<file path="config.mk">
export PLATFORM = sky130hd
export DESIGN_NAME = power_fault_supervisor
export DESIGN_NICKNAME = d
export VERILOG_FILES = /design/src/logic/power_fault_pkg.sv /design/src/logic/restart_timer_if.sv /design/src/logic/ocp_restart_timer.sv /design/src/logic/power_fault_supervisor.sv
export VERILOG_INCLUDE_DIRS = /design/src /design/src/logic
export SDC_FILE = /design/constraint.sdc
export NUM_CORES = 1
export LEC_CHECK = 0
export BUFFER_PORTS_ARGS = -buffer_cell sky130_fd_sc_hd__buf_4
export CORE_MARGIN = 2
export CORE_UTILIZATION = 39
export DETAILED_ROUTE_END_ITERATION = 12
export PLACE_DENSITY = 0.63
export SYNTH_ARGS = -nofsm -noshare
export SYNTH_HDL_FRONTEND = slang
export SYNTH_HIERARCHICAL = 1
export SYNTH_SLANG_ARGS = --single-unit
</file>
<file path="constraint.sdc">
create_clock -name sys_clk -period 5.1 [get_ports sys_clk]
set_clock_uncertainty 0.15 [all_clocks]
set_input_delay 0.51 -clock sys_clk [delete_from_list [all_inputs] [get_ports sys_clk]]
set_output_delay 0.51 -clock sys_clk [all_outputs]
set_load 0.01 [all_outputs]
</file>
<file path="src/logic/power_fault_cfg.svh">
// Offsets, field positions, reset values and timing counts of the fault supervisor.
// Assumes a single 125 MHz system clock; included by the package and the modules.
`ifndef POWER_FAULT_CFG_SVH
`define POWER_FAULT_CFG_SVH

`define SYS_CLK_MHZ 125
`define OC_RESTART_MS 200
`define OC_RESTART_CYCLES (`OC_RESTART_MS * 1000 * `SYS_CLK_MHZ)
`define OC_RESTART_CNT_W 25

`define RAIL_MV_PER_LSB 100
`define TEMP_K_PER_LSB 5
`define TARGET_MV_PER_LSB 50
`define SENSE_MV_PER_LSB 5

`define CL_LIMIT_MSB 5
`define CL_LIMIT_LSB 0
`define CL_WARN_MSB 7
`define CL_WARN_LSB 6
`define CL_WARN_STEP_CODES 2

`define OT_WARN_NEAR_CODES 1
`define OT_WARN_FAR_CODES 2

`define OV_LOW_RANGE_MAX 8'h32
`define OV_LOW_BASE_CODES 3
`define OV_HIGH_SCALE 2

`define FLAG_UV_WARN_LSB 0
`define FLAG_UV_FAULT_LSB 2
`define FLAG_OT_WARN 4
`define FLAG_OT_FAULT 5
`define FLAG_OV_FAULT_LSB 8
`define FLAG_RESET 12'h000

`define GPIO_OC_WARN_LSB 4
`define GPIO_OC_FAULT_LSB 8

`endif

</file>
<file path="src/logic/power_fault_pkg.sv">
// Types shared by the fault supervisor and its restart timers.
// Assumes power_fault_cfg.svh for all field positions and counts.
`include "power_fault_cfg.svh"

package power_fault_pkg;
    typedef logic [7:0] rail_code_t;
    typedef logic [6:0] temp_code_t;
    typedef logic [7:0] target_code_t;
    typedef logic [8:0] vout_code_t;
    typedef logic [6:0] sense_code_t;
    typedef logic [13:0] target_mv_t;
    typedef logic [11:0] prot_flags_t;
    typedef enum logic [1:0] {
        CH_RUN = 2'b00,
        CH_OC_WAIT = 2'b01,
        CH_OV_OFF = 2'b10
    } chan_state_t;
endpackage

</file>
<file path="src/logic/restart_timer_if.sv">
// Start and expiry handshake between the supervisor and one restart timer.
// Assumes both ends run on the same system clock.
`timescale 1ns/1ps
`default_nettype none

interface restart_timer_if;
    logic start;
    logic expired;
    modport ctrl (output start, input expired);
    modport timer (input start, output expired);
endinterface

`default_nettype wire

</file>
<file path="src/logic/ocp_restart_timer.sv">
// Over-current restart delay for one channel.
// Assumes start is a one-cycle pulse from logic on the same clock.
`timescale 1ns/1ps
`default_nettype none
`include "power_fault_cfg.svh"

module ocp_restart_timer #(
    parameter int unsigned DELAY_CYCLES = `OC_RESTART_CYCLES
) (
    input wire logic sys_clk,
    input wire logic rst,
    restart_timer_if.timer tmr
);
    import power_fault_pkg::*;

    localparam logic [`OC_RESTART_CNT_W-1:0] LOAD = `OC_RESTART_CNT_W'(DELAY_CYCLES);
    logic [`OC_RESTART_CNT_W-1:0] count;

    // A new fault reloads the count, so the delay always runs from the latest trip.
    always_ff @(posedge sys_clk) begin
        if (rst) begin
            count <= '0;
            tmr.expired <= 1'b0;
        end else begin
            tmr.expired <= 1'b0;
            if (tmr.start) begin
                count <= LOAD;
            end else if (count != '0) begin
                count <= count - 1'b1;
                if (count == `OC_RESTART_CNT_W'(1)) begin
                    tmr.expired <= 1'b1;
                end
            end
        end
    end
endmodule

`default_nettype wire

</file>
<file path="src/logic/power_fault_supervisor.sv">
// Fault supervisor for a four-channel buck controller: input-low, thermal,
// over-voltage and over-current protection with follower propagation.
// Assumes converter samples arrive on sys_clk with a one-cycle sampleValid strobe.
// Contract
// - Flag each input rail at or below its warning level, 100mV steps, GPIO-mappable.
// - Flag each input rail at or below its own fault level, 100mV steps.
// - Input-low fault on either rail sets the fault flag and stops every channel.
// - Measured input rails are read back at 100mV per LSB.
// - Optionally restart once the rail rises above the warning level.
// - Junction temperature reads back in kelvin, 5K per LSB, 200K to 520K.
// - Overheat warning at 5 or 10 degrees below the fault threshold.
// - Overheat fault sets fault and warning bits, stops all channels, host link stays.
// - Overheat fault threshold is a 7-bit field at 5K per LSB.
// - Optionally restart after overheat once below a separate restart level.
// - Channel target voltage equals the target code times 50mV.
// - Each channel's measured output voltage is read back.
// - Over-voltage check always active; trip shuts channel, then sets its fault bit.
// - Over-voltage margin 150-300mV up to 2.5V targets, 300-600mV above.
// - Over-voltage also disables follower channels until the host re-enables them.
// - Any fault or warning can be routed to a general-purpose output pin.
// - Per-channel over-voltage mode: pulses stop, or low-side gate held on.
// - Current-limit register: bits 5:0 limit at 5mV, bits 7:6 warning offset.
// - Over-current warning within 10-40mV of limit, clears itself below it.
// - Over-current stops drivers, sets flag, restarts followers, soft-start after 200ms.
`timescale 1ns/1ps
`default_nettype none
`include "power_fault_cfg.svh"

module power_fault_supervisor #(
    parameter int unsigned OC_RESTART_CYCLES = `OC_RESTART_CYCLES
) (
    input wire logic sys_clk,
    input wire logic rst,
    input wire logic sampleValid,
    input wire power_fault_pkg::rail_code_t primaryInputRail,
    input wire power_fault_pkg::rail_code_t secondaryInputRail,
    input wire power_fault_pkg::rail_code_t [1:0] inputLowWarningLevel,
    input wire power_fault_pkg::rail_code_t [1:0] inputLowFaultLevel,
    input wire logic uvAutoRestart,
    input wire power_fault_pkg::temp_code_t junctionTemp,
    input wire power_fault_pkg::temp_code_t thermalShutdownThreshold,
    input wire power_fault_pkg::temp_code_t thermalRestartLevel,
    input wire logic otWarnFar,
    input wire logic otAutoRestart,
    input wire power_fault_pkg::target_code_t [3:0] channelTargetCode,
    input wire power_fault_pkg::vout_code_t [3:0] channelOutput,
    input wire logic [3:0][1:0] overvoltageThresholdSelect,
    input wire logic [3:0] ovForcedLow,
    input wire logic [7:0] followerMapLow,
    input wire logic [7:0] followerMapHigh,
    input wire logic [3:0][7:0] currentLimitAndWarning,
    input wire power_fault_pkg::sense_code_t [3:0] senseVoltage,
    input wire logic [3:0] hostEnable,
    input wire logic [3:0] hostReenable,
    input wire logic faultClear,
    input wire logic [3:0] gpioFlagSelect,
    output power_fault_pkg::rail_code_t primaryInputMeasure,
    output power_fault_pkg::rail_code_t secondaryInputMeasure,
    output power_fault_pkg::temp_code_t junctionTempMeasure,
    output power_fault_pkg::vout_code_t [3:0] channelOutputMeasure,
    output power_fault_pkg::target_mv_t [3:0] channelTargetMv,
    output power_fault_pkg::prot_flags_t protectionFlags,
    output logic [3:0] overcurrentWarningStatus,
    output logic [3:0] overcurrentFaultStatus,
    output logic [3:0] chanDrive,
    output logic [3:0] lowSideGate,
    output logic [3:0] softStartGo,
    output logic gpioFlag
);
    import power_fault_pkg::*;

    function automatic target_mv_t targetMv(input target_code_t code);
        targetMv = target_mv_t'(code) * target_mv_t'(`TARGET_MV_PER_LSB);
    endfunction

    // Margin in 50mV codes: 3..6 for low targets, doubled for high targets.
    function automatic logic [3:0] ovMargin(input target_code_t code, input logic [1:0] sel);
        logic [3:0] base;
        base = 4'(`OV_LOW_BASE_CODES) + {2'b00, sel};
        ovMargin = (code <= `OV_LOW_RANGE_MAX) ? base : 4'(base * `OV_HIGH_SCALE);
    endfunction

    function automatic sense_code_t ocWarnLevel(input logic [7:0] reg8);
        logic [6:0] limit;
        logic [6:0] offset;
        limit = {1'b0, reg8[`CL_LIMIT_MSB:`CL_LIMIT_LSB]};
        offset = 7'((reg8[`CL_WARN_MSB:`CL_WARN_LSB] + 3'd1) * `CL_WARN_STEP_CODES);
        ocWarnLevel = (limit > offset) ? (limit - offset) : 7'd0;
    endfunction

    function automatic logic [3:0] followersOf(input logic [3:0] trips, input logic [15:0] map);
        logic [3:0] hit;
        hit = 4'b0000;
        for (int j = 0; j < 4; j++) begin
            if (trips[j]) begin
                hit = hit | map[4*j +: 4];
            end
        end
        followersOf = hit;
    endfunction

    logic [1:0] uvWarn;
    logic [1:0] uvFault;
    logic otWarn;
    logic otFault;
    logic [3:0] ovFault;
    logic [3:0] ovTripSeen;
    chan_state_t [3:0] chanState;
    chan_state_t [3:0] next_chanState;
    logic [3:0] ovTrip;
    logic [3:0] ocTrip;
    logic [3:0] ovAny;
    logic [3:0] ocAny;
    logic [3:0] tmrExpired;
    logic [15:0] gpioVector;
    logic globalOff;
    logic next_otFault;
    rail_code_t [1:0] rails;
    temp_code_t otWarnPoint;

    assign rails = {secondaryInputRail, primaryInputRail};
    assign globalOff = (|uvFault) | otFault;

    // Readback registers follow the converter only on a new sample.
    always_ff @(posedge sys_clk) begin
        if (rst) begin
            primaryInputMeasure <= '0;
            secondaryInputMeasure <= '0;
            junctionTempMeasure <= '0;
            channelOutputMeasure <= '0;
        end else if (sampleValid) begin
            primaryInputMeasure <= primaryInputRail;
            secondaryInputMeasure <= secondaryInputRail;
            junctionTempMeasure <= junctionTemp;
            channelOutputMeasure <= channelOutput;
        end
    end

    // Input-low warning follows the rail; the fault latches, set beats any clear.
    always_ff @(posedge sys_clk) begin
        if (rst) begin
            uvWarn <= 2'b00;
            uvFault <= 2'b00;
        end else begin
            for (int r = 0; r < 2; r++) begin
                if (sampleValid) begin
                    uvWarn[r] <= rails[r] <= inputLowWarningLevel[r];
                end
                if (sampleValid && rails[r] <= inputLowFaultLevel[r]) begin
                    uvFault[r] <= 1'b1;
                end else if (faultClear ||
                             (sampleValid && uvAutoRestart &&
                              rails[r] > inputLowWarningLevel[r])) begin
                    uvFault[r] <= 1'b0;
                end
            end
        end
    end

    // Warning point saturates so a tiny threshold never wraps to a huge one.
    assign otWarnPoint = (thermalShutdownThreshold > 7'(`OT_WARN_FAR_CODES)) ?
        (thermalShutdownThreshold -
         (otWarnFar ? 7'(`OT_WARN_FAR_CODES) : 7'(`OT_WARN_NEAR_CODES))) : 7'd0;

    always_comb begin
        next_otFault = otFault;
        if (sampleValid && junctionTemp >= thermalShutdownThreshold) begin
            next_otFault = 1'b1;
        end else if (faultClear ||
                     (sampleValid && otAutoRestart && junctionTemp <= thermalRestartLevel)) begin
            next_otFault = 1'b0;
        end
    end

    // A standing overheat fault keeps the warning bit set as well.
    always_ff @(posedge sys_clk) begin
        if (rst) begin
            otFault <= 1'b0;
            otWarn <= 1'b0;
        end else begin
            otFault <= next_otFault;
            if (sampleValid) begin
                otWarn <= next_otFault || (junctionTemp >= otWarnPoint);
            end else begin
                otWarn <= otWarn | next_otFault;
            end
        end
    end

    // Over-voltage is checked in every state, soft-start included.
    always_comb begin
        for (int i = 0; i < 4; i++) begin
            ovTrip[i] = sampleValid && (channelOutput[i] >
                vout_code_t'(channelTargetCode[i]) +
                vout_code_t'(ovMargin(channelTargetCode[i], overvoltageThresholdSelect[i])));
            ocTrip[i] = sampleValid && chanDrive[i] && (senseVoltage[i] >=
                {1'b0, currentLimitAndWarning[i][`CL_LIMIT_MSB:`CL_LIMIT_LSB]});
        end
    end

    assign ovAny = ovTrip | followersOf(ovTrip, {followerMapHigh, followerMapLow});
    assign ocAny = ocTrip | followersOf(ocTrip, {followerMapHigh, followerMapLow});

    // Over-voltage outranks a pending over-current restart.
    always_comb begin
        for (int i = 0; i < 4; i++) begin
            next_chanState[i] = chanState[i];
            case (chanState[i])
                CH_RUN: begin
                    if (ovAny[i]) begin
                        next_chanState[i] = CH_OV_OFF;
                    end else if (ocAny[i]) begin
                        next_chanState[i] = CH_OC_WAIT;
                    end
                end
                CH_OC_WAIT: begin
                    if (ovAny[i]) begin
                        next_chanState[i] = CH_OV_OFF;
                    end else if (tmrExpired[i] && !ocAny[i]) begin
                        next_chanState[i] = CH_RUN;
                    end
                end
                CH_OV_OFF: begin
                    if (hostReenable[i]) begin
                        next_chanState[i] = CH_RUN;
                    end
                end
                default: begin
                    next_chanState[i] = CH_RUN;
                end
            endcase
        end
    end

    genvar g;
    restart_timer_if tmrIf[4] ();
    generate
        for (g = 0; g < 4; g++) begin : gen_timer
            assign tmrIf[g].start = ocAny[g] && !ovAny[g] && chanState[g] != CH_OV_OFF;
            assign tmrExpired[g] = tmrIf[g].expired;
            ocp_restart_timer #(
                .DELAY_CYCLES(OC_RESTART_CYCLES)
            ) u_timer (
                .sys_clk(sys_clk),
                .rst(rst),
                .tmr(tmrIf[g].timer)
            );
        end
    endgenerate

    // Drivers drop in the same edge as the state change; the flag follows a cycle later.
    always_ff @(posedge sys_clk) begin
        if (rst) begin
            chanState <= '{default: CH_RUN};
            chanDrive <= 4'b0000;
            lowSideGate <= 4'b0000;
            softStartGo <= 4'b0000;
        end else begin
            for (int i = 0; i < 4; i++) begin
                chanState[i] <= next_chanState[i];
                chanDrive[i] <= next_chanState[i] == CH_RUN && hostEnable[i] && !globalOff &&
                    !(sampleValid && (rails[0] <= inputLowFaultLevel[0] ||
                      rails[1] <= inputLowFaultLevel[1])) && !next_otFault;
                lowSideGate[i] <= next_chanState[i] == CH_OV_OFF && ovForcedLow[i];
                softStartGo[i] <= chanState[i] == CH_OC_WAIT && next_chanState[i] == CH_RUN;
            end
        end
    end

    // Fault bits latch; a trip in the clearing cycle still sets the bit.
    always_ff @(posedge sys_clk) begin
        if (rst) begin
            ovTripSeen <= 4'b0000;
            ovFault <= 4'b0000;
            overcurrentFaultStatus <= 4'b0000;
            overcurrentWarningStatus <= 4'b0000;
        end else begin
            ovTripSeen <= ovTrip & ~{4{faultClear}} | ovTrip;
            for (int i = 0; i < 4; i++) begin
                if (ovTripSeen[i]) begin
                    ovFault[i] <= 1'b1;
                end else if (faultClear) begin
                    ovFault[i] <= 1'b0;
                end
                if (ocTrip[i]) begin
                    overcurrentFaultStatus[i] <= 1'b1;
                end else if (faultClear) begin
                    overcurrentFaultStatus[i] <= 1'b0;
                end
                if (sampleValid) begin
                    overcurrentWarningStatus[i] <= senseVoltage[i] >=
                        ocWarnLevel(currentLimitAndWarning[i]);
                end
            end
        end
    end

    always_ff @(posedge sys_clk) begin
        if (rst) begin
            protectionFlags <= `FLAG_RESET;
        end else begin
            protectionFlags <= '0;
            protectionFlags[`FLAG_UV_WARN_LSB +: 2] <= uvWarn;
            protectionFlags[`FLAG_UV_FAULT_LSB +: 2] <= uvFault;
            protectionFlags[`FLAG_OT_WARN] <= otWarn;
            protectionFlags[`FLAG_OT_FAULT] <= otFault;
            protectionFlags[`FLAG_OV_FAULT_LSB +: 4] <= ovFault;
        end
    end

    always_comb begin
        gpioVector = {ovFault, overcurrentFaultStatus, overcurrentWarningStatus,
                      otFault, otWarn, uvFault[1] | uvFault[0], uvWarn[1] | uvWarn[0]};
    end

    // Hosts without the serial link watch one selected flag on a pin.
    always_ff @(posedge sys_clk) begin
        if (rst) begin
            gpioFlag <= 1'b0;
        end else begin
            gpioFlag <= gpioVector[gpioFlagSelect];
        end
    end

    // Target millivolts are derived for the regulation loop.
    always_ff @(posedge sys_clk) begin
        if (rst) begin
            channelTargetMv <= '0;
        end else begin
            for (int i = 0; i < 4; i++) begin
                channelTargetMv[i] <= targetMv(channelTargetCode[i]);
            end
        end
    end
endmodule

`default_nettype wire

</file>
==> metrics.csv, run 1 <==
metric;value;unit
gp_congestion;0.911;
synth.avg_cell_area;8.92;um2
ys_ff_latch;268;
drt_iter0_markers;714;
grt_pass1_wl;87.4;mm
hpwl;45.6;mm
cts_tree;built;
crit_start;channelTargetCode[2];
leakage;11.6;nW
synthesis.area;19200;um2
cts_buffers;34;
critPathLaunchType;input pin;
slowest_delay;0.46;ns
dr.pass1.iters;5;
core-area;48700;um2
drc;0;
std_cell_rows;81;
ys_seq_area_share;28.0;%
yosysMostFrequentCell;ha_1;
reg2reg_from;chanDrive[3]$_SDFF_PP0_;
cts_max_path_buffers;3;
worst-path-buf-inv;4;
crit_top_cell;nand2_1;
finalSetupViolations;0;
critical-path-slowest-cell;a2111oi_2;
cts_root_buf;clkbuf_16;
maxCapViolCount;0;
via_per_inst;5.13;
end_kind;flop;
start_util;39.3;%
maxSlewViolCount;0;
finalCritPeriodShare;94.6;%
post-route-util;49.5;%
worst_slew_pin_slew;0.924;ns
grt_use_total;21.7;%
clk_pin_slew;0.06;ns
clk_latency;0.54;ns
grt_max_degree;103;
die_h;226;um
area_growth;26.1;%
min_path_type;in2reg;
overflow;0;
hp-start;hostEnable[3];
async_reset_ff_share;0;%
holdWs;0.0572;ns
antenna_found_initial;7;
vdd_ir_drop_max;0.000288;V
wl;56.0;mm
worstPathArrival;5.09;ns
p_per_area;425;nW/um2
cp_top_family;compound AO/OA/AOI/OAI gates;
max_slew_margin;38.4;%
synth_edf_count;0;
h-tree-depth;2;
final_hold_viol_count;0;
path_class;in2reg;
status;finished, final reports clean;
synth_common_cells;ha_1 (326), dfxtp_1 (268), nor2_1 (242);
timing.fmax;0.207;GHz
chipWidth;226;um
die-area;50900;um2
ant_nets;0;
min_period;4.82;ns
port_buffers;381;
wl_per_cell;17.1;um
grt_pass1_vias;16600;
path_max_fanout;5;
cts.sinks;268;
synthDominantCellAreaShare;28.0;%
cp.required;5.37;ns
synth_area_leaders;dfxtp_1 (28%), ha_1 (21%), nor2_1 (4.7%);
io_pins;392;
vias;16700;
ys.flop_type;dfxtp_1;
synth_top_area_cell;dfxtp_1;
layout-drive-gt1-share;22.7;%
synth_warnings;6;
syn_inst;2147;
nNetsFinal;3166;
synth_cell_types;80;
-- placed cells by master, fill, tap and decap left out, drive strengths merged, types with 5 or more instances in the layout --
| cell | n |
|---|---|
| ha | 326 |
| nor4b | 10 |
| o2111ai | 5 |
| nand2b | 38 |
| and2 | 6 |
| xor2 | 54 |
| nand4 | 26 |
| xnor2 | 46 |
| buf | 450 |
| and3 | 5 |
| conb | 6 |
| o21a | 20 |
| nand4b | 7 |
| nor4 | 27 |
| a31oi | 24 |
| a2111oi | 7 |
| nor3 | 53 |
| inv | 203 |
| clkinv | 7 |
| a211oi | 17 |
| nand2 | 93 |
| mux2i | 66 |
| or4 | 28 |
| o21ai | 80 |
| o41ai | 10 |
| a21oi | 104 |
| o22ai | 6 |
| nand3 | 30 |
| dfxtp | 268 |
| nor2b | 72 |
| a21o | 29 |
| o31ai | 20 |
| and4 | 10 |
| clkbuf | 47 |
| o211ai | 26 |
| o311ai | 9 |
| nor2 | 242 |
| o31a | 14 |
| or3 | 37 |
| fa | 21 |
-- what timing repair did --
| action | CTS | global route |
|---|---|---|
| endpoints found under the setup margin | 0 | 5 |
| setup buffers | 0 | 1 |
| hold buffers | 1 | 0 |
| resized for setup | 0 | 5 |
| endpoints found under the hold margin | 1 | 0 |
-- kinds of logic after synthesis --
| logic type | after synthesis | synth area share, % |
|---|---|---|
| other | 1 | 0.0196 |
| xor gates and xnor gates | 100 | 4.57 |
| DFF | 268 | 28.0 |
| adders and majority gates | 347 | 23.5 |
| AOI/OAI and AO/OA | 399 | 13.9 |
| buffers and inverters | 267 | 6.19 |
| muxes | 70 | 3.92 |
| and+or+nand+nor | 695 | 19.9 |
-- stage by stage --
stage / power (mW) / cell area (um2) / setup slack, ns / std cells / setup TNS, ns
after floorplan: 6.60 / 19200 / 0.294 / 2152 / 0
final: 10.3 / 24100 / 0.277 / 3264 / 0
after CTS: 10.3 / 24100 / 0.284 / 3261 / 0
after global placement: 7.67 / 23000 / -0.160 / 3201 / -0.883
after detailed placement: 7.83 / 23000 / -0.282 / 3201 / -5.91
after global routing: 11.1 / 24100 / -0.00733 / 3263 / -0.00733
-- state kept, by name, indices dropped and copies added, names as in the netlist, 7 cells and up --
name / count
gen_timer.u_timer/count: 100
channelTargetMv: 52
channelOutputMeasure: 36
protectionFlags: 10
chanState: 8
primaryInputMeasure: 8
secondaryInputMeasure: 8
junctionTempMeasure: 7
-- cell type report --
class	instances	area [um2]
tap	664	831
timing repair buffer	451	3400
inverter	203	762
sequential	268	5370
clock buffer	47	1020
fill	4646	24600
antenna	2	5.00
clock inverter	12	118
multi-input combinational	1617	12600
-- routing by layer --
layer	vias up	share of wire, %	GRT usage, %
met5	-	0.12	0
met4	10	2.8	7.65
met3	82	6.8	5.23
met2	383	47	37.3
met1	7795	43	26.4
li1	8465	-	-
-- power breakdown --
part	internal, mW	leakage (nW)	total (mW)	switching [mW]
Sequential	2.59	2.21	3.07	0.478
Combinational	1.99	8.85	4.76	2.78
Clock	1.46	0.550	2.44	0.980
-- final timing paths --
kind	end	slack [ns]	cells past startpoint
worst min register to register	softStartGo[0]$_SDFF_PP0_	0.28	2
worst min-delay path	chanDrive[3]$_SDFF_PP0_	0.06	2
worst max-delay path	gen_timer[2].u_timer/count[16]$_SDFFE_PP0P_	0.28	27
worst max register to register	gen_timer[3].u_timer/count[16]$_SDFFE_PP0P_	2.04	10
Note: power is estimated with default switching activity, not from simulation.
==> run 2: changes to the inputs <==
--- a/config.mk
+++ b/config.mk
@@ -10,7 +10,7 @@
 export CORE_MARGIN = 2
 export CORE_UTILIZATION = 39
 export DETAILED_ROUTE_END_ITERATION = 12
-export PLACE_DENSITY = 0.63
+export PLACE_DENSITY_LB_ADDON = 0.1
 export SYNTH_ARGS = -nofsm -noshare
 export SYNTH_HDL_FRONTEND = slang
 export SYNTH_HIERARCHICAL = 1
==> run 2 against run 1 <==
Net effect: register-to-register slack better by 0.07 ns; die area did not move; critical endpoint is now gen_timer[3].u_timer/count[15]$_SDFFE_PP0P_; worst hold slack worse by 0.0089 ns; sequential share of layout area shrank 0.23 points; core utilization increased by 0.52 points; largest cell class unchanged.
==> metrics.csv, run 2 (synthesis results as in run 1) <==
metric;value;unit;change
grt_max_degree;89;;-14%
chipWidth;226;um;unchanged
finalSetupViolations;0;;unchanged
reg2reg_from;chanDrive[3]$_SDFF_PP0_;;
port_buffers;381;;unchanged
die_h;226;um;unchanged
vias;16800;;+0.42%
core-area;48700;um2;unchanged
rsz0062_at_grt;false;;
worst-path-buf-inv;4;;unchanged
drc;0;;unchanged
grt_pass1_wl;87.9;mm;+0.51%
clk_pin_slew;0.06;ns;about the same
finalPower;10.6;mW;+3.0%
h-tree-depth;2;;unchanged
start_util;39.3;%;unchanged
overflow;0;;unchanged
drt_iter0_markers;740;;+3.6%
wl;56.9;mm;+1.6%
gp_congestion;0.885;;-2.8%
antenna_found_initial;6;;-1
clk_latency;0.54;ns;about the same
grt_pass1_vias;16500;;-0.71%
reg.largest.list;gen_timer.u_timer/count: 100 flops, channelTargetMv: 52 flops, channelOutputMeasure: 36 flops;;
ant_nets;0;;unchanged
status;finished, final reports clean;;
max_slew_margin;39.0;%;+0.62 points
largest_reg_flops;100;;unchanged
seqCellArea;5370;um2;unchanged
worstPathArrival;4.97;ns;-0.12 ns
postCtsSetupRepairBufs;0;;unchanged
timing.fmax;0.212;GHz;+2.4%
p_per_area;434;nW/um2;+2.0%
area_growth;27.4;%;
maxSlewViolCount;0;;unchanged
final_cell_mix;buf_4 (462), ha_1 (326), dfxtp_1 (268);;
layout-drive-gt1-share;23.1;%;+0.48 points
io_pins;392;;unchanged
critPathLaunchType;input pin;;
cts_max_path_buffers;3;;unchanged
std_cell_rows;81;;unchanged
min_period;4.71;ns;-0.115 ns
path_max_fanout;4;;-1
critical-path-slowest-cell;a2111o_1;;
crit_start;channelTargetCode[18];;
cp.required;5.36;ns;about the same
cts_tree;built;;
wl_per_cell;17.3;um;+0.90%
worst_slack;0.392;ns;+0.115 ns
leakage;11.7;nW;+1.2%
nNetsFinal;3182;;+0.51%
dr.pass1.iters;5;;unchanged
hp-start;hostEnable[1];;
mostFrequentLayoutCell;buf_4;;
slowest_delay;0.53;ns;+0.07 ns
finalCritPeriodShare;92.3;%;-2.3 points
fill_cells;4625;;-0.45%
worst_slew_pin_slew;0.914;ns;-0.00926 ns
cp_top_family;compound AO/OA/AOI/OAI gates;;
dp_slack;-0.242;ns;+0.0401 ns
holdWs;0.0483;ns;-0.00892 ns
hpwl;46.2;mm;+1.3%
cts.sinks;268;;unchanged
path_class;in2reg;;
grt_use_total;21.9;%;+0.19 points
maxCapViolCount;0;;unchanged
largest-register;gen_timer.u_timer/count;;
final_hold_viol_count;0;;unchanged
via_per_inst;5.11;;-0.28%
cts_root_buf;clkbuf_16;;
multi_input_area;12600;um2;about the same
min_path_type;in2reg;;
die-area;50900;um2;unchanged
end_kind;flop;;
cts_buffers;35;;+2.9%
vdd_ir_drop_max;0.000333;V;+16%
run 2: cell types whose count changed in the layout (fill, tap and decap cells not counted), moves of 3 or more:
cell        delta
buf_4         +14
diode_2        +3
clkinvlp_4     -4
bufinv_16      +6
run 2: per-layer routing:
metal  global-route usage (%)  share of wire (%)
met5                        0                  0
met2                     36.8                 47
met4                     8.93                3.5
met1                     27.3                 44
met3                     4.53                6.0
run 2: worst register-to-register path, delay by kind of cell, from the launching register on:
kind | cells | cell delay (ns)
AOI/OAI and AO/OA | 4 | 0.97
buffers and inverters | 1 | 0.16
DFF | 1 | 0.35
and+or+nand+nor | 5 | 1.23
run 2: cell type report:
cell class                 instances  area share, %
antenna                            5         0.0513
clock buffer                      49           4.13
sequential                       268           22.0
timing repair buffer             466           14.4
multi-input combinational       1617           51.8
inverter                         203           3.12
clock inverter                    15           1.09
tap                              664           3.41
run 2: metrics by stage:
step	setup TNS (ns)	cell area, um2	cells	utilization, %
after CTS	0	24400	3282	50.0
after global routing	0	24400	3285	50.0
after global placement	-0.476	23100	3215	47.3
final	0	24400	3287	50.1
after floorplan	0	19200	2152	-
after detailed placement	-4.76	23100	3215	47.3
run 2: final timing paths:
kind / endpoint / slack, ns / depth (start not counted)
worst min-delay path: chanDrive[1]$_SDFF_PP0_ / 0.05 / 2
worst min register to register: ovFault[1]$_SDFFE_PP0P_ / 0.30 / 2
worst max-delay path: gen_timer[3].u_timer/count[15]$_SDFFE_PP0P_ / 0.39 / 26
worst max register to register: gen_timer[3].u_timer/count[15]$_SDFFE_PP0P_ / 2.11 / 10
run 2: repair_timing:
action / in CTS / in global routing
hold buffers: 3 / 0
gates resized for setup: 0 / 4
setup endpoints to repair: 0 / 29
hold endpoints to repair: 3 / 0
run 2: report_power, final:
group          switching (mW)  internal, mW
registers               0.471          2.59
logic                    2.80          1.99
clock network           0.990          1.74
==> run 3: changes to the inputs <==
--- a/config.mk
+++ b/config.mk
@@ -6,6 +6,7 @@
 export SDC_FILE = /design/constraint.sdc
 export NUM_CORES = 1
 export LEC_CHECK = 0
+export ABC_AREA = 1
 export BUFFER_PORTS_ARGS = -buffer_cell sky130_fd_sc_hd__buf_4
 export CORE_MARGIN = 2
 export CORE_UTILIZATION = 39
==> run 3 against run 2 <==
Net effect: combinational power increased by 19%; critical path depth increased by 3; global-route usage increased by 0.73 points; largest cell class unchanged; routed wire length increased by 9.8%; maximum frequency increased by 0.63%; worst hold slack got worse by 0.0077 ns; cell count increased by 20%; total power increased by 7.6%; first-iteration DRC count increased by 23%; synthesized cell count increased by 30%; core utilization decreased by 0.90 points.
==> metrics.csv, run 3 <==
metric;value;unit;change
postCtsSetupRepairBufs;0;;unchanged
grt_pass1_wl;98.0;mm;+11%
io_pins;392;;unchanged
antenna_found_initial;1;;-5
maxCapViolCount;0;;unchanged
synth_common_cells;nand2_1 (429), nor2_1 (414), inv_1 (388);;
clk_latency;0.56;ns;+0.02 ns
end_kind;flop;;
critPathLaunchType;input pin;;
synth_edf_count;0;;unchanged
fill_cells;5186;;+12%
start_util;39.3;%;about the same
clk_pin_slew;0.06;ns;about the same
gp_congestion;0.908;;+2.6%
p_per_area;443;nW/um2;+2.1%
ys_ff_latch;268;;unchanged
nNetsFinal;3809;;+20%
cts.sinks;268;;unchanged
path_max_fanout;7;;+3
chipWidth;234;um;+3.5%
via_per_inst;4.90;;-4.2%
finalSetupViolations;0;;unchanged
wl;62.4;mm;+9.8%
grt_use_total;22.6;%;+0.73 points
worst_slack;0.422;ns;+0.0296 ns
drc;0;;unchanged
worstPathArrival;4.97;ns;about the same
overflow;0;;unchanged
dr.pass1.iters;5;;unchanged
finalCritPeriodShare;91.7;%;-0.58 points
hpwl;50.7;mm;+9.7%
synth.avg_cell_area;7.35;um2;-18%
worst_slew_pin_slew;0.891;ns;-0.0237 ns
placedInstanceArea;24500;um2;+6.1%
cts_root_buf;clkbuf_16;;
synth_top_area_cell;dfxtp_1;;
core-area;52300;um2;+7.4%
timing.fmax;0.214;GHz;+0.63%
vdd_ir_drop_max;0.000424;V;+27%
ant_nets;0;;unchanged
dp_slack;-0.0997;ns;+0.143 ns
cts-resized-gates;0;;unchanged
mostFrequentLayoutCell;buf_4;;
ys_seq_area_share;26.1;%;-1.9 points
cts_buffers;36;;+2.9%
path_class;in2reg;;
syn_inst;2797;;+30%
leakage;13.4;nW;+14%
final_hold_viol_count;0;;unchanged
synthDominantCellAreaShare;26.1;%;-1.9 points
cts_tree;built;;
largest-register;gen_timer.u_timer/count;;
layout-drive-gt1-share;22.2;%;-0.90 points
min_path_type;in2reg;;
reg.largest.list;gen_timer.u_timer/count: 100 flops, channelTargetMv: 52 flops, channelOutputMeasure: 36 flops;;
min_period;4.68;ns;-0.0296 ns
grt_pass1_vias;18800;;+14%
rsz0062_at_grt;false;;
vias;19300;;+15%
area_growth;25.2;%;
max_slew_margin;40.0;%;+0.95 points
h-tree-depth;2;;unchanged
synthesis.area;20500;um2;+7.3%
synth_cell_types;50;;-38%
final_cell_mix;buf_4 (441), nand2_1 (429), nor2_1 (414);;
maxSlewViolCount;0;;unchanged
min_path_cells;3;;+1
cts.hold.buffers_added;0;;-3
critical-path-slowest-cell;a221oi_1;;
drt_iter0_markers;910;;+23%
synth_area_leaders;dfxtp_1 (26%), ha_1 (20%), nand2_1 (7.8%);;
rr_worst_depth;10;;unchanged
die_h;234;um;+3.5%
ys.flop_type;dfxtp_1;;
std_cell_rows;84;;+3.7%
status;finished, final reports clean;;
largest_reg_flops;100;;unchanged
yosysMostFrequentCell;nand2_1;;
cp.required;5.39;ns;+0.03 ns
grt_max_degree;75;;-16%
cts_max_path_buffers;3;;unchanged
async_reset_ff_share;0;%;unchanged
tns;0;ns;unchanged
design_area;25700;um2;+5.4%
holdWs;0.0406;ns;-0.00769 ns
slowest_delay;0.35;ns;-0.18 ns
die-area;54500;um2;+7.1%
wl_per_cell;15.9;um;-8.3%
synth_warnings;6;;unchanged
port_buffers;381;;unchanged
[run 3: cell count changes in the layout (fill, tap and decap cells not counted), moves of 46 or more]
cell     delta
a21oi_1    +53
inv_1     +186
mux2i_1    -61
nand2_1   +344
nand3_1   +121
nand3_2    +46
nor2_1    +173
nor2b_1    -71
o21ai_0    +63
[run 3: final cells by class]
cell class / count / area [um2] / share of cell area [%]
repair buffers: 446 / 3410 / 13.3
multi-input cells: 2067 / 13300 / 51.8
inverters: 399 / 1510 / 5.86
clock buffers: 47 / 1000 / 3.90
well taps: 688 / 861 / 3.35
clock inverters: 18 / 259 / 1.01
diodes: 1 / 2.50 / 0.00973
flip-flops and latches: 268 / 5370 / 20.9
[run 3: critical path: cells and delay by family]
family	cells	cell delay, ns
AOI/OAI and AO/OA	5	1.24
xor gates and xnor gates	1	0.15
adders and majority gates	3	0.72
buffers and inverters	6	0.91
and+or+nand+nor	14	1.43
[run 3: final timing paths]
kind | start | endpoint | slack, ns
worst max-delay path | channelTargetCode[18] | gen_timer[3].u_timer/count[5]$_SDFFE_PP0P_ | 0.42
worst min-delay path | channelOutput[4] | channelOutputMeasure[4]$_SDFFE_PP0P_ | 0.04
worst max register to register | chanDrive[2]$_SDFF_PP0_ | gen_timer[3].u_timer/count[5]$_SDFFE_PP0P_ | 2.89
worst min register to register | ovTripSeen[2]$_SDFF_PP0_ | ovFault[2]$_SDFFE_PP0P_ | 0.27
[run 3: kinds of logic (layout without fill, tap and decap cells)]
group           Yosys count  count (layout)  synth area share (%)
simple gates           1255            1255                  28.9
buf+inv                 467             910                  9.16
compound gates          394             394                  11.1
fa+ha+maj               347             347                  21.9
flops                   268             268                  26.1
xor+xnor                 61              61                  2.60
mux                       4               4                 0.195
other cells               1               7                0.0183
[run 3: per-layer routing]
metal / up-vias / part of all wire [%] / global-route usage, %
li1: 9936 / - / -
met1: 8799 / 44 / 29.1
met2: 431 / 46 / 38.3
met3: 98 / 6.2 / 3.81
met4: 0 / 3.1 / 7.63
met5: - / 0 / 0
[run 3: metrics by stage]
step	std cells	utilization [%]	power [mW]
4_1_cts	3933	49.1	11.5
6_report	3934	49.2	11.4
3_5_place_dp	3868	46.7	8.73
5_1_grt	3934	49.2	12.4
2_1_floorplan	2802	-	7.34
3_3_place_gp	3868	46.7	8.60
[run 3: report_power, final]
| part | total (mW) | switching, mW | internal (mW) |
|---|---|---|---|
| Sequential | 2.97 | 0.425 | 2.55 |
| Clock | 2.70 | 1.05 | 1.65 |
| Combinational | 5.72 | 3.51 | 2.21 |
